<file path="config.mk">
export PLATFORM = sky130hd
export DESIGN_NAME = eipc_ctrl
export DESIGN_NICKNAME = d
export VERILOG_FILES = /design/src/hdl/eipc_pkg.sv /design/src/hdl/eipc_ctrl.sv /design/src/hdl/eipc_line.sv
export SDC_FILE = /design/constraint.sdc
export NUM_CORES = 1
export LEC_CHECK = 0
export BUFFER_PORTS_ARGS = -buffer_cell sky130_fd_sc_hd__buf_2
export CAP_MARGIN = 10
export CORE_MARGIN = 2
export CORE_UTILIZATION = 31
export CTS_BUF_LIST = sky130_fd_sc_hd__clkbuf_16
export DETAILED_ROUTE_END_ITERATION = 7
export SLEW_MARGIN = 10
export SYNTH_ARGS = -nofsm -noshare
export SYNTH_HDL_FRONTEND = slang
export SYNTH_SLANG_ARGS = --single-unit
</file>
<file path="constraint.sdc">
create_clock -name mclk -period 2.7 [get_ports mclk]
set_input_delay 0.405 -clock mclk [delete_from_list [all_inputs] [get_ports mclk]]
set_output_delay 0.405 -clock mclk [all_outputs]
set_load 0.1 [all_outputs]
</file>
<file path="src/hdl/eipc_pkg.sv">
/*
 package for the external request priority controller: register map,
 field layout, reset values and the source index map.
 assumes an 8-bit register port with byte offsets.
*/
package eipc_pkg;
   localparam int NumLines = 6;
   localparam int NumOnChip = 13;
   localparam logic [7:0] OffsSense = 8'hf4;
   localparam logic [7:0] OffsEnable = 8'hf5;
   localparam logic [7:0] OffsFlags = 8'hf6;
   localparam logic [7:0] OffsPrioA = 8'hf7;
   localparam logic [7:0] OffsPrioB = 8'hf8;
   localparam logic [7:0] OffsIrqStat = 8'hf9;
   localparam logic [7:0] OffsIrqMask = 8'hfa;
   localparam logic [7:0] ResetByte = 8'h00;
   localparam logic [7:0] LineMask = 8'h3f;
   localparam logic [7:0] PrioBMask = 8'hee;
   // on-chip source indices
   localparam int SrcWatchdog = 0;
   localparam int SrcTimer0 = 1;
   localparam int SrcTimer1 = 2;
   localparam int SrcTimer2 = 3;
   localparam int SrcTimer3 = 4;
   localparam int SrcTimer4 = 5;
   localparam int SrcDma = 6;
   localparam int SrcSerial0 = 7;
   localparam int SrcSerial1 = 8;
   localparam int SrcConverter = 9;
   // priority a bit positions
   localparam int PaReq0 = 7;
   localparam int PaReq1 = 6;
   localparam int PaReq23 = 5;
   localparam int PaReq45 = 4;
   localparam int PaWatchdog = 3;
   localparam int PaTimer0 = 2;
   localparam int PaTimer1 = 1;
   localparam int PaTimer2 = 0;
   // priority b bit positions
   localparam int PbTimer3 = 7;
   localparam int PbTimer4 = 6;
   localparam int PbDma = 5;
   localparam int PbSerial0 = 3;
   localparam int PbSerial1 = 2;
   localparam int PbConverter = 1;

   typedef struct packed {
      logic [7:0] addr;
      logic [7:0] wdata;
      logic wr;
      logic rd;
   } eipc_bus_req_type;

   typedef struct packed {
      logic [NumLines-1:0] lineReq;
      logic [NumLines-1:0] lineHigh;
      logic [NumOnChip-1:0] chipReq;
      logic [NumOnChip-1:0] chipHigh;
   } eipc_core_req_type;
endpackage : eipc_pkg

</file>
<file path="src/hdl/eipc_ctrl.sv">
/*
 external request priority controller: six request lines, enables,
 sense selects, priority registers, and core request outputs.
 assumes a single-cycle register port and level on-chip requests.
*/
// Behaviour
// - per-line enable bit, zero at reset
// - level low or falling edge sets flag
// - read one then write zero clears flag
// - level mode: service with pin high clears
// - edge mode: service clears flag at any pin level
// - writes only clear flags, reset zero
// - priority bit: 0 low, 1 high
// - priority bits map to source groups
`timescale 1ns/1ps
module eipc_ctrl (
   // clock and reset
   input wire logic mclk,
   input wire logic nrst,
   // register port
   input wire eipc_pkg::eipc_bus_req_type busReq,
   output logic [7:0] busRdata,
   // external request pins, active low
   input wire logic [eipc_pkg::NumLines-1:0] extRequestPinN,
   // on-chip sources
   input wire logic [eipc_pkg::NumOnChip-1:0] chipSrcReq,
   // exception handling acknowledge per line
   input wire logic [eipc_pkg::NumLines-1:0] lineServiced,
   // core side
   output eipc_pkg::eipc_core_req_type coreReq,
   output logic coreHighPending,
   output logic coreAnyPending,
   output logic irqOut
);
   logic [7:0] sense_q, sense_d;
   logic [7:0] enable_q, enable_d;
   logic [7:0] prioA_q, prioA_d;
   logic [7:0] prioB_q, prioB_d;
   logic [7:0] rdata_q, rdata_d;
   logic [eipc_pkg::NumLines-1:0] armed_q, armed_d;
   logic [eipc_pkg::NumLines-1:0] flagPrev_q, flagPrev_d;
   logic [eipc_pkg::NumLines-1:0] irqStat_q, irqStat_d;
   logic [eipc_pkg::NumLines-1:0] irqMask_q, irqMask_d;
   logic [eipc_pkg::NumLines-1:0] flags;
   logic [eipc_pkg::NumLines-1:0] swClear;
   logic [eipc_pkg::NumLines-1:0] lineHigh;
   logic [eipc_pkg::NumOnChip-1:0] chipHigh;
   logic [eipc_pkg::NumLines-1:0] lineReq;
   logic wrFlags;

   ////////////////////////////////////////////////////////////////////////
   // request lines
   assign wrFlags = busReq.wr && (busReq.addr == eipc_pkg::OffsFlags);

   always_comb begin
      // a zero written clears only a bit seen as one by an earlier read
      swClear = {eipc_pkg::NumLines{wrFlags}} & armed_q
         & ~busReq.wdata[eipc_pkg::NumLines-1:0];
   end

   generate
      for (genvar i = 0; i < eipc_pkg::NumLines; i++) begin : gLine
         eipc_line uLine (
            .mclk(mclk),
            .nrst(nrst),
            .extRequestPinN(extRequestPinN[i]),
            .extRequestSense(sense_q[i]),
            .swClear(swClear[i]),
            .serviced(lineServiced[i]),
            .extRequestFlag(flags[i])
         );
      end
   endgenerate

   ////////////////////////////////////////////////////////////////////////
   // register file
   always_comb begin
      sense_d = sense_q;
      enable_d = enable_q;
      prioA_d = prioA_q;
      prioB_d = prioB_q;
      irqMask_d = irqMask_q;
      armed_d = armed_q & flags;
      rdata_d = eipc_pkg::ResetByte;
      if (busReq.wr) begin
         unique case (busReq.addr)
            eipc_pkg::OffsSense:
               sense_d = busReq.wdata & eipc_pkg::LineMask;
            eipc_pkg::OffsEnable:
               enable_d = busReq.wdata & eipc_pkg::LineMask;
            eipc_pkg::OffsPrioA:
               prioA_d = busReq.wdata;
            eipc_pkg::OffsPrioB:
               prioB_d = busReq.wdata & eipc_pkg::PrioBMask;
            eipc_pkg::OffsIrqMask:
               irqMask_d = busReq.wdata[eipc_pkg::NumLines-1:0];
            eipc_pkg::OffsFlags:
               armed_d = armed_q & flags & ~swClear;
            default: ;
         endcase
      end
      if (busReq.rd) begin
         unique case (busReq.addr)
            eipc_pkg::OffsSense: rdata_d = sense_q;
            eipc_pkg::OffsEnable: rdata_d = enable_q;
            eipc_pkg::OffsFlags: begin
               rdata_d = {2'h0, flags};
               armed_d = flags;
            end
            eipc_pkg::OffsPrioA: rdata_d = prioA_q;
            eipc_pkg::OffsPrioB: rdata_d = prioB_q;
            eipc_pkg::OffsIrqStat: rdata_d = {2'h0, irqStat_q};
            eipc_pkg::OffsIrqMask: rdata_d = {2'h0, irqMask_q};
            default: rdata_d = eipc_pkg::ResetByte;
         endcase
      end
   end

   always_ff @(posedge mclk) begin
      if (!nrst) begin
         sense_q <= eipc_pkg::ResetByte;
         enable_q <= eipc_pkg::ResetByte;
         prioA_q <= eipc_pkg::ResetByte;
         prioB_q <= eipc_pkg::ResetByte;
         rdata_q <= eipc_pkg::ResetByte;
         armed_q <= '0;
         irqMask_q <= '0;
      end else begin
         sense_q <= sense_d;
         enable_q <= enable_d;
         prioA_q <= prioA_d;
         prioB_q <= prioB_d;
         rdata_q <= rdata_d;
         armed_q <= armed_d;
         irqMask_q <= irqMask_d;
      end
   end

   assign busRdata = rdata_q;

   ////////////////////////////////////////////////////////////////////////
   // event status: rising flag sets a sticky bit, write one clears it
   always_comb begin
      flagPrev_d = flags;
      irqStat_d = irqStat_q;
      if (busReq.wr && (busReq.addr == eipc_pkg::OffsIrqStat)) begin
         irqStat_d = irqStat_q & ~busReq.wdata[eipc_pkg::NumLines-1:0];
      end
      irqStat_d = irqStat_d | (flags & ~flagPrev_q);
   end

   always_ff @(posedge mclk) begin
      if (!nrst) begin
         flagPrev_q <= '0;
         irqStat_q <= '0;
      end else begin
         flagPrev_q <= flagPrev_d;
         irqStat_q <= irqStat_d;
      end
   end

   assign irqOut = |(irqStat_q & irqMask_q);

   ////////////////////////////////////////////////////////////////////////
   // priority mapping
   always_comb begin
      lineHigh = '0;
      lineHigh[0] = prioA_q[eipc_pkg::PaReq0];
      lineHigh[1] = prioA_q[eipc_pkg::PaReq1];
      lineHigh[2] = prioA_q[eipc_pkg::PaReq23];
      lineHigh[3] = prioA_q[eipc_pkg::PaReq23];
      lineHigh[4] = prioA_q[eipc_pkg::PaReq45];
      lineHigh[5] = prioA_q[eipc_pkg::PaReq45];
      chipHigh = '0;
      chipHigh[eipc_pkg::SrcWatchdog] = prioA_q[eipc_pkg::PaWatchdog];
      chipHigh[eipc_pkg::SrcTimer0] = prioA_q[eipc_pkg::PaTimer0];
      chipHigh[eipc_pkg::SrcTimer1] = prioA_q[eipc_pkg::PaTimer1];
      chipHigh[eipc_pkg::SrcTimer2] = prioA_q[eipc_pkg::PaTimer2];
      chipHigh[eipc_pkg::SrcTimer3] = prioB_q[eipc_pkg::PbTimer3];
      chipHigh[eipc_pkg::SrcTimer4] = prioB_q[eipc_pkg::PbTimer4];
      chipHigh[eipc_pkg::SrcDma] = prioB_q[eipc_pkg::PbDma];
      chipHigh[eipc_pkg::SrcSerial0] = prioB_q[eipc_pkg::PbSerial0];
      chipHigh[eipc_pkg::SrcSerial1] = prioB_q[eipc_pkg::PbSerial1];
      chipHigh[eipc_pkg::SrcConverter] = prioB_q[eipc_pkg::PbConverter];
   end

   ////////////////////////////////////////////////////////////////////////
   // core requests; sources beyond the converter are level 0 only
   assign lineReq = flags & enable_q[eipc_pkg::NumLines-1:0];
   // one driver for the whole bundle keeps the struct a single net
   assign coreReq = '{lineReq: lineReq, lineHigh: lineHigh,
      chipReq: chipSrcReq, chipHigh: chipHigh};
   assign coreHighPending = |(lineReq & lineHigh)
      | |(chipSrcReq & chipHigh);
   assign coreAnyPending = |lineReq | |chipSrcReq;
endmodule : eipc_ctrl

</file>
<file path="src/hdl/eipc_line.sv">
/*
 one external request line: pin synchroniser, sense and flag.
 assumes the pin is asynchronous to mclk and the owner gives clear pulses.
*/
`timescale 1ns/1ps
module eipc_line (
   // clock and reset
   input wire logic mclk,
   input wire logic nrst,
   // pin and control
   input wire logic extRequestPinN,
   input wire logic extRequestSense,
   input wire logic swClear,
   input wire logic serviced,
   // state
   output logic extRequestFlag
);
   logic [2:0] sync_q, sync_d;
   logic level_q, level_d;
   logic flag_q, flag_d;
   logic setEvt;

   ////////////////////////////////////////////////////////////////////////
   always_comb begin
      sync_d = {sync_q[1:0], extRequestPinN};
      // a change counts only once stages two and three agree
      level_d = (sync_q[1] == sync_q[2]) ? sync_q[2] : level_q;
      setEvt = extRequestSense ? (level_q & ~level_d) : ~level_d;
      flag_d = flag_q;
      if (swClear) begin
         flag_d = 1'b0;
      end
      if (serviced && (extRequestSense || level_q)) begin
         flag_d = 1'b0;
      end
      // set wins over any clear in the same cycle
      if (setEvt) begin
         flag_d = 1'b1;
      end
   end

   always_ff @(posedge mclk) begin
      if (!nrst) begin
         sync_q <= 3'h7;
         level_q <= 1'b1;
         flag_q <= 1'b0;
      end else begin
         sync_q <= sync_d;
         level_q <= level_d;
         flag_q <= flag_d;
      end
   end

   assign extRequestFlag = flag_q;
endmodule : eipc_line

</file>
### Word-level counts from Yosys, hierarchy flattened

Index checks and enable logic that the tools add are counted.

* register bits: 88
* input port bits: 45

* eq/ne operators: 13
* mux-type cells: 36
* bitwise gates (word level): 28
* reductions and logical operators: 31

Operator list (number)
* $eq 8x8->1 const B: 7
* $pmux 8 s7: 1
* $and 6x6->6: 9
* $mux 1: 30
* $mux 6: 5
* $reduce_or 13->1: 2
* $not 6->6: 3
* $reduce_bool 3->1: 6
* $reduce_or 6->1: 3
* $and 13x10->13: 1
* $reduce_and 2->1: 6
* $logic_and 1x1->1: 8
* $and 1x1->1: 6
* $eq 1x1->1: 6
* $logic_or 1x1->1: 6
* $not 1->1: 6
* $or 6x6->6: 1
* $or 1x1->1: 2

### Depth between registers and ports, before layout

Gate-level depths: netlist (run 1).

* depth in word-level cells: 10
* mapped depth: 7
* depth with buffers taken out: 4

### Hierarchy

Synthesis (run 1) repeated with hierarchy kept, for this count alone.

* cell total of the unflattened synthesis: 402
* area total of the unflattened synthesis: 4048.9 um2

Modules (own cells, without submodules)
* eipc_ctrl: instances 1, cells an instance 306, area each 3027.9 um2
* eipc_line: instances 6, cells an instance 16, area each 170.2 um2

### Worst setup path before layout (run 1)

Ideal clock, no wire load.

* path kind: register -> output
* from: register prioA_q[0]
* to: output port coreHighPending
* data arrival time: 2.075 ns
* required time: 2.295 ns
* path slack: 0.220 ns
* cell stages (with the launch flop): 5
* buffers on the path: 0
* cells stage by stage: dfxtp_1 > a22o_1 > a221oi_1 > nand4_1 > a211o_1

* word-level cells in the longest chain between the ends: 3

RTL lines
* from (decl): line eipc_ctrl.sv:37 `logic [7:0] prioA_q, prioA_d;`
* from (signal assigned): line eipc_ctrl.sv:123 `prioA_q <= eipc_pkg::ResetByte;`
* from (signal assigned): line eipc_ctrl.sv:131 `prioA_q <= prioA_d;`
* $and 13x10->13: line eipc_ctrl.sv:194 `| |(chipSrcReq & chipHigh);`
* $reduce_or 13->1: line eipc_ctrl.sv:194
* $or 1x1->1: line eipc_ctrl.sv:194
* to (decl): line eipc_ctrl.sv:31 `output logic coreHighPending,`

No other way between the ends.

### Worst setup path after layout (run 1)

* from: register gLine[5].uLine.flag_q
* to: output port coreAnyPending

* word-level cells in the longest chain between the ends: 3

RTL lines
* from (decl): line eipc_line.sv:20 `logic flag_q, flag_d;`
* from (signal assigned): line eipc_line.sv:50 `flag_q <= flag_d;`
* $and 6x6->6: line eipc_ctrl.sv:189 `assign lineReq = flags & enable_q[eipc_pkg::NumLines-1:0];`
* $reduce_or 6->1: line eipc_ctrl.sv:195 `assign coreAnyPending = |lineReq | |chipSrcReq;`
* $or 1x1->1: line eipc_ctrl.sv:195
* to (decl): line eipc_ctrl.sv:32 `output logic coreAnyPending,`

No other way between the ends.

==> results of run 1 <==
[area by class of cell]
type | instances | area (µm²)
fillers | 1285 | 7800
multi-input cells | 285 | 1930
flip-flops and latches | 88 | 1760
repair buffers | 93 | 473
clock buffers | 9 | 225
well taps | 172 | 215
clock inverters | 7 | 63.8
inverters | 11 | 41.3
[sequential cells by signal (all words and copies together), names as in the netlist]
signal                      cells
armed_q                         6
irqStat_q                       6
prioA_q                         8
sense_q                         6
prioB_q                         6
enable_q                        6
irqMask_q                       6
gLine.uLine.sync_q             18
busRdata                        8
gLine.uLine.extRequestFlag      6
gLine.uLine.level_q             6
flagPrev_q                      6
[final timing paths]
| kind | start | to | slack (ns) | cells after the start |
|---|---|---|---|---|
| worst max-delay path | gLine[5].uLine.extRequestFlag | coreAnyPending | 0.34 | 4 |
| worst min-delay path | extRequestPinN[5] | gLine[5].uLine.sync_q[0] | 0.24 | 2 |
| worst max register to register | prioB_q[5] | busRdata[5] | 1.37 | 4 |
| worst min register to register | gLine[5].uLine.sync_q[0] | gLine[5].uLine.sync_q[1] | 0.41 | 1 |
[critical path: stages, from the launching register on]
cell	delay, ns
dfxtp_1	0.38
a22o_1	0.26
or4_1	0.38
or3_1	0.30
buf_2	0.30
[power by group through the flow]
| stage | Sequential (mW) | Clock (mW) | Combinational [mW] |
|---|---|---|---|
| finish | 1.32 | 1.20 | 0.238 |
| global route | 1.32 | 1.28 | 0.252 |
| CTS | 1.32 | 1.24 | 0.239 |
| detailed placement | 1.35 | 0 | 0.239 |
| global placement | 1.35 | 0 | 0.237 |
| floorplan | 1.35 | 0 | 0.178 |
[layer usage]
layer  track usage, %  vias up  wire length, µm  part of all wire (%)
met1             20.1     1485             4770                    47
met4             5.10        0              131                   1.3
met3             3.66       14              644                   6.3
met5                0        -                0                     0
li1                 -     1597                -                     -
met2             25.2      106             4670                    46
[stage by stage]
step / cells / cell area [µm²] / hold slack (ns)
CTS: 665 / 4710 / 0.226
finish: 665 / 4710 / 0.245
floorplan: 420 / 3960 / 0.386
detailed placement: 649 / 4420 / 0.395
global route: 665 / 4710 / 0.238
global placement: 649 / 4420 / 0.388
[cell usage in the layout (no fill, tap or decap), types with 8 or more instances in the layout]
master	n
a21oi_1	13
a22o_1	9
nor2b_1	30
nand3_1	10
and2_1	8
clkbuf_16	9
nand2_1	27
a22oi_1	13
mux2i_1	26
mux2_2	8
o21ai_0	23
nand2b_1	32
buf_2	90
nor2_1	12
inv_1	12
a21boi_0	13
dfxtp_1	88
[logic make-up (layout without fill, tap and decap cells)]
family | after synthesis | in the layout | share of synthesized area [%]
AND/OR/NAND/NOR | 150 | 150 | 22.2
AO/OA/AOI/OAI | 96 | 96 | 16.4
flip-flops | 88 | 88 | 44.5
buffers and inverters | 47 | 120 | 6.77
multiplexers | 36 | 36 | 10.0
other | 1 | 3 | 0.0948
==> impl_metrics.tcl, run 1 <==
set metrics [dict create \
    ys_ff_latch 88 \
    rsz0062_at_grt "no" \
    crit_fanout 5 \
    ys_seq_area_share_pct 44.5 \
    grt_max_degree 28 \
    timing.slew.headroom_pct 50.7 \
    post-synth-top-count-cell "dfxtp_1" \
    dieWidth_um 117 \
    vdd.ir_drop.worst_v 0.000384 \
    grt_pass1_wl_mm 15.9 \
    combPwrFrac_pct 8.6 \
    p_int_mw 2.08 \
    p_switching_uw 673 \
    fin_tns_setup_ns 0 \
    portBuffers 90 \
    dr.pass1.iters 4 \
    startpoint_type "flip-flop" \
    utilization_pct 37.7 \
    postCtsHoldBufs 0 \
    synth_top_area_share_pct 44.5 \
    cts_tree "built" \
    critPathKind "reg -> out" \
    grt_usage_pct 15.4 \
    synthTopCellsByCount "88 x dfxtp_1, 32 x nand2b_1, 30 x nor2b_1, 27 x nand2_1, 26 x mux2i_1" \
    rows 41 \
    clockRootBuffer "clkbuf_16" \
    gr-total-overflow 0 \
    synth.area.top_cells "dfxtp_1 45%, mux2i_1 6.6%, nand2b_1 5.1%" \
    sw_frac_of_total_pct 24.5 \
    initial_utilization_pct 31.6 \
    dpl_worst_slack_ns 0.599 \
    slew_viol_final 0 \
    fmax_mhz 423 \
    yosys.area.top_type "dfxtp_1" \
    clock_latency_ns 0.34 \
    clock_path_buffers 2 \
    gp_congestion 0.890 \
    power_frac_clock_pct 43.5 \
    post_cts_buffers 0 \
    synth_area_um2 3960 \
    synthDistinctLibCells 43 \
    dieArea_um2 13700 \
    fin_crit_sh_pct 87.5 \
    clkSinkCount 88 \
    hold_viol 0 \
    ys.flop_type "dfxtp_1" \
    drcViolationCount 0 \
    ios 94 \
    netlist_instances 418 \
    p_leak_nw 2.01 \
    vias 3202 \
    async_flop_share_pct 0 \
    synthToLayoutAreaGrowth_pct 19.2 \
    finalCriticalPeriod_ns 2.36 \
    status "completed" \
    post_drt_wl_per_cell_um 15.4 \
    drv_cap 0 \
    cts_htree_levels 3 \
    fp.dieH_um 117 \
    clock_skew_ns 0.00367 \
    worst_pin_slew_ns 0.736 \
    clkTransAtPathRegs_ns 0.06 \
    crit_arrival_ns 1.96 \
    hpwl_mm 7.79 \
    core_area_um2 12500 \
    yosysWarnings 0 \
    p_seq_share_pct 47.8 \
    antenna_found_initial 0 \
    drtAntennaViolNets 0 \
    critPathCaptureType "output port" \
    routed_via_density 4.82 \
    finalWirelength_mm 10.2 \
    pwr_density_cell_nw_per_um2 584 \
    hp-class "in -> reg" \
    required_ns 2.30 \
    avgSynthCellArea_um2 9.46 \
    synth_edf_count 0 \
    drive_gt1_share_pct 26.6 \
    n_antenna_cell 0 \
    grt_pass1_vias 3067 \
    fin_ws_ns 0.338 \
    total_power_mw 2.75 \
    ctsResizeCount 0 \
    finalSetupViolations 0 \
    final_nets 533 \
    drtIter0Drc 103 \
    cts_buffers 9 \
]
Power figures use the tool's default switching activity.
==> inputs of run 2 (changes only) <==
==> constraint.sdc (replaced) <==
create_clock -name mclk -period 2.5 [get_ports mclk]
set_input_delay 0.375 -clock mclk [delete_from_list [all_inputs] [get_ports mclk]]
set_output_delay 0.375 -clock mclk [all_outputs]
set_load 0.1 [all_outputs]
==> run 2 against run 1 <==
Against the previous run:
- wire length fell by 0.63%
- total power up 6.7%
- worst setup slack got worse by 0.17 ns
- sequential cell count unchanged
- critical path type unchanged
- first-iteration DRC count is 35% higher
- utilization increased by 0.11 points
- clock-buffer cell count stayed put
- final cell count is 0.45% higher
==> impl_metrics.tcl, run 2 (synthesis results as in run 1) <==
set metrics [dict create \
    status "completed" \
    portBuffers 90 \
    multi_input_area_um2 1930 \
    hp-class "in -> reg" \
    min_path_cells 2 \
    ctsResizeCount 0 \
    fmax_mhz 428 \
    finalCriticalPeriod_ns 2.33 \
    gp_congestion 0.931 \
    n_antenna_cell 0 \
    crit_fanout 5 \
    rsz0062_at_grt "no" \
    r2r_cells 4 \
    hpwl_mm 7.74 \
    fin_area_um2 4730 \
    grt_pass1_wl_mm 15.7 \
    clock_path_buffers 2 \
    grt_usage_pct 15.1 \
    clock_latency_ns 0.35 \
    grt_pass1_vias 3083 \
    initial_utilization_pct 31.6 \
    finalSetupViolations 0 \
    slew_viol_final 0 \
    drtIter0Drc 139 \
    vdd.ir_drop.worst_v 0.000434 \
    crit_arrival_ns 1.96 \
    drtAntennaViolNets 0 \
    ff2ff_setup_slack_ns 1.19 \
    fin_tns_setup_ns 0 \
    vias 3216 \
    cts_htree_levels 3 \
    drive_gt1_share_pct 27.6 \
    rows 41 \
    synthToLayoutAreaGrowth_pct 19.5 \
    cts_buffers 9 \
    core_area_um2 12500 \
    dieArea_um2 13700 \
    clkTransAtPathRegs_ns 0.06 \
    hold_viol 0 \
    post_drt_wl_per_cell_um 15.2 \
    final_common_cell "buf_2" \
    p_leak_nw 2.01 \
    ios 94 \
    dpl_cell_area_um2 4450 \
    drcViolationCount 0 \
    gr-total-overflow 0 \
    critPathCaptureType "output port" \
    clockRootBuffer "clkbuf_16" \
    regMostFlops "gLine.uLine.sync_q" \
    required_ns 2.12 \
    hold_path_end "gLine[5].uLine.sync_q[0]" \
    postCtsHoldBufs 0 \
    final_cell_mix "90 x buf_2, 88 x dfxtp_1, 32 x nand2b_1" \
    clock_skew_ns 0.00653 \
    dr.pass1.iters 4 \
    hp-start "extRequestPinN[5]" \
    slowest_delay_ns 0.38 \
    antenna_found_initial 0 \
    pwr_density_cell_nw_per_um2 622 \
    routed_via_density 4.81 \
    cts_tree "built" \
    post_cts_buffers 0 \
    timing.slew.headroom_pct 55.6 \
    fp.dieH_um 117 \
    regArea_um2 1760 \
    dieWidth_um 117 \
    drv_cap 0 \
    regToRegStartpoint "prioB_q[1]" \
    utilization_pct 37.8 \
    critPathKind "reg -> out" \
    clkSinkCount 88 \
    path_cells "a22o_1, or4_1, or3_1, buf_2" \
    worst_pin_slew_ns 0.667 \
    r2r_end "busRdata[1]" \
    largest_reg_flops 18 \
    finalWirelength_mm 10.2 \
    startpoint_type "flip-flop" \
    grt_max_degree 41 \
    final_nets 536 \
    fillers 1299 \
    fin_crit_sh_pct 93.4 \
    crit_slowest_cell "dfxtp_1" \
]
run 2: cell count changes in the layout (fill, tap and decap cells not counted), sizes merged:
cell	delta
buf	+3
bufinv	-1
clkinv	-2
clkinvlp	+2
inv	+1
run 2: layout make-up:
cell class,count,area share (%)
clock buffers,9,4.76
clock inverters,7,1.16
inverters,11,0.873
flip-flops and latches,88,37.3
multi-input cells,285,40.9
well taps,172,4.55
repair buffers,96,10.5
run 2: per-layer routing:
| layer | share of wire (%) | wire [µm] | track usage (%) |
|---|---|---|---|
| met2 | 47 | 4750 | 25.7 |
| met4 | 1.3 | 134 | 4.16 |
| met5 | 0 | 0 | 0 |
| met3 | 6.4 | 653 | 3.71 |
| met1 | 45 | 4620 | 19.2 |
run 2: worst max-delay path by stage:
stage	start	endpoint	slack [ns]	depth (start not counted)
6_report	gLine[5].uLine.extRequestFlag	coreAnyPending	0.17	4
2_1_floorplan	prioA_q[0]	coreHighPending	0.05	4
5_1_grt	gLine[5].uLine.extRequestFlag	coreAnyPending	0.06	4
4_1_cts	gLine[5].uLine.extRequestFlag	coreAnyPending	0.15	4
3_3_place_gp	chipSrcReq[3]	coreHighPending	0.51	6
3_5_place_dp	busReq[11]	gLine[3].uLine.extRequestFlag	0.42	5
run 2: worst max-delay path, delay by kind of cell, from the launching register on:
kind            cells  cell delay, ns
compound gates      1            0.26
buf+inv             1            0.29
flops               1            0.38
simple gates        2            0.68
run 2: through the flow:
stage	instances	worst slack [ns]	hold WS, ns	total power, mW
after floorplan	420	0.0496	0.386	1.65
after global placement	652	0.512	0.389	1.71
after detailed placement	652	0.419	0.396	1.71
after CTS	668	0.147	0.202	2.97
after global routing	668	0.0568	0.210	3.04
final	668	0.166	0.209	2.94
run 2: power breakdown:
part / switching, mW / internal [mW]
clock: 0.578 / 0.681
sequential: 0.00637 / 1.42
combinational: 0.190 / 0.0674
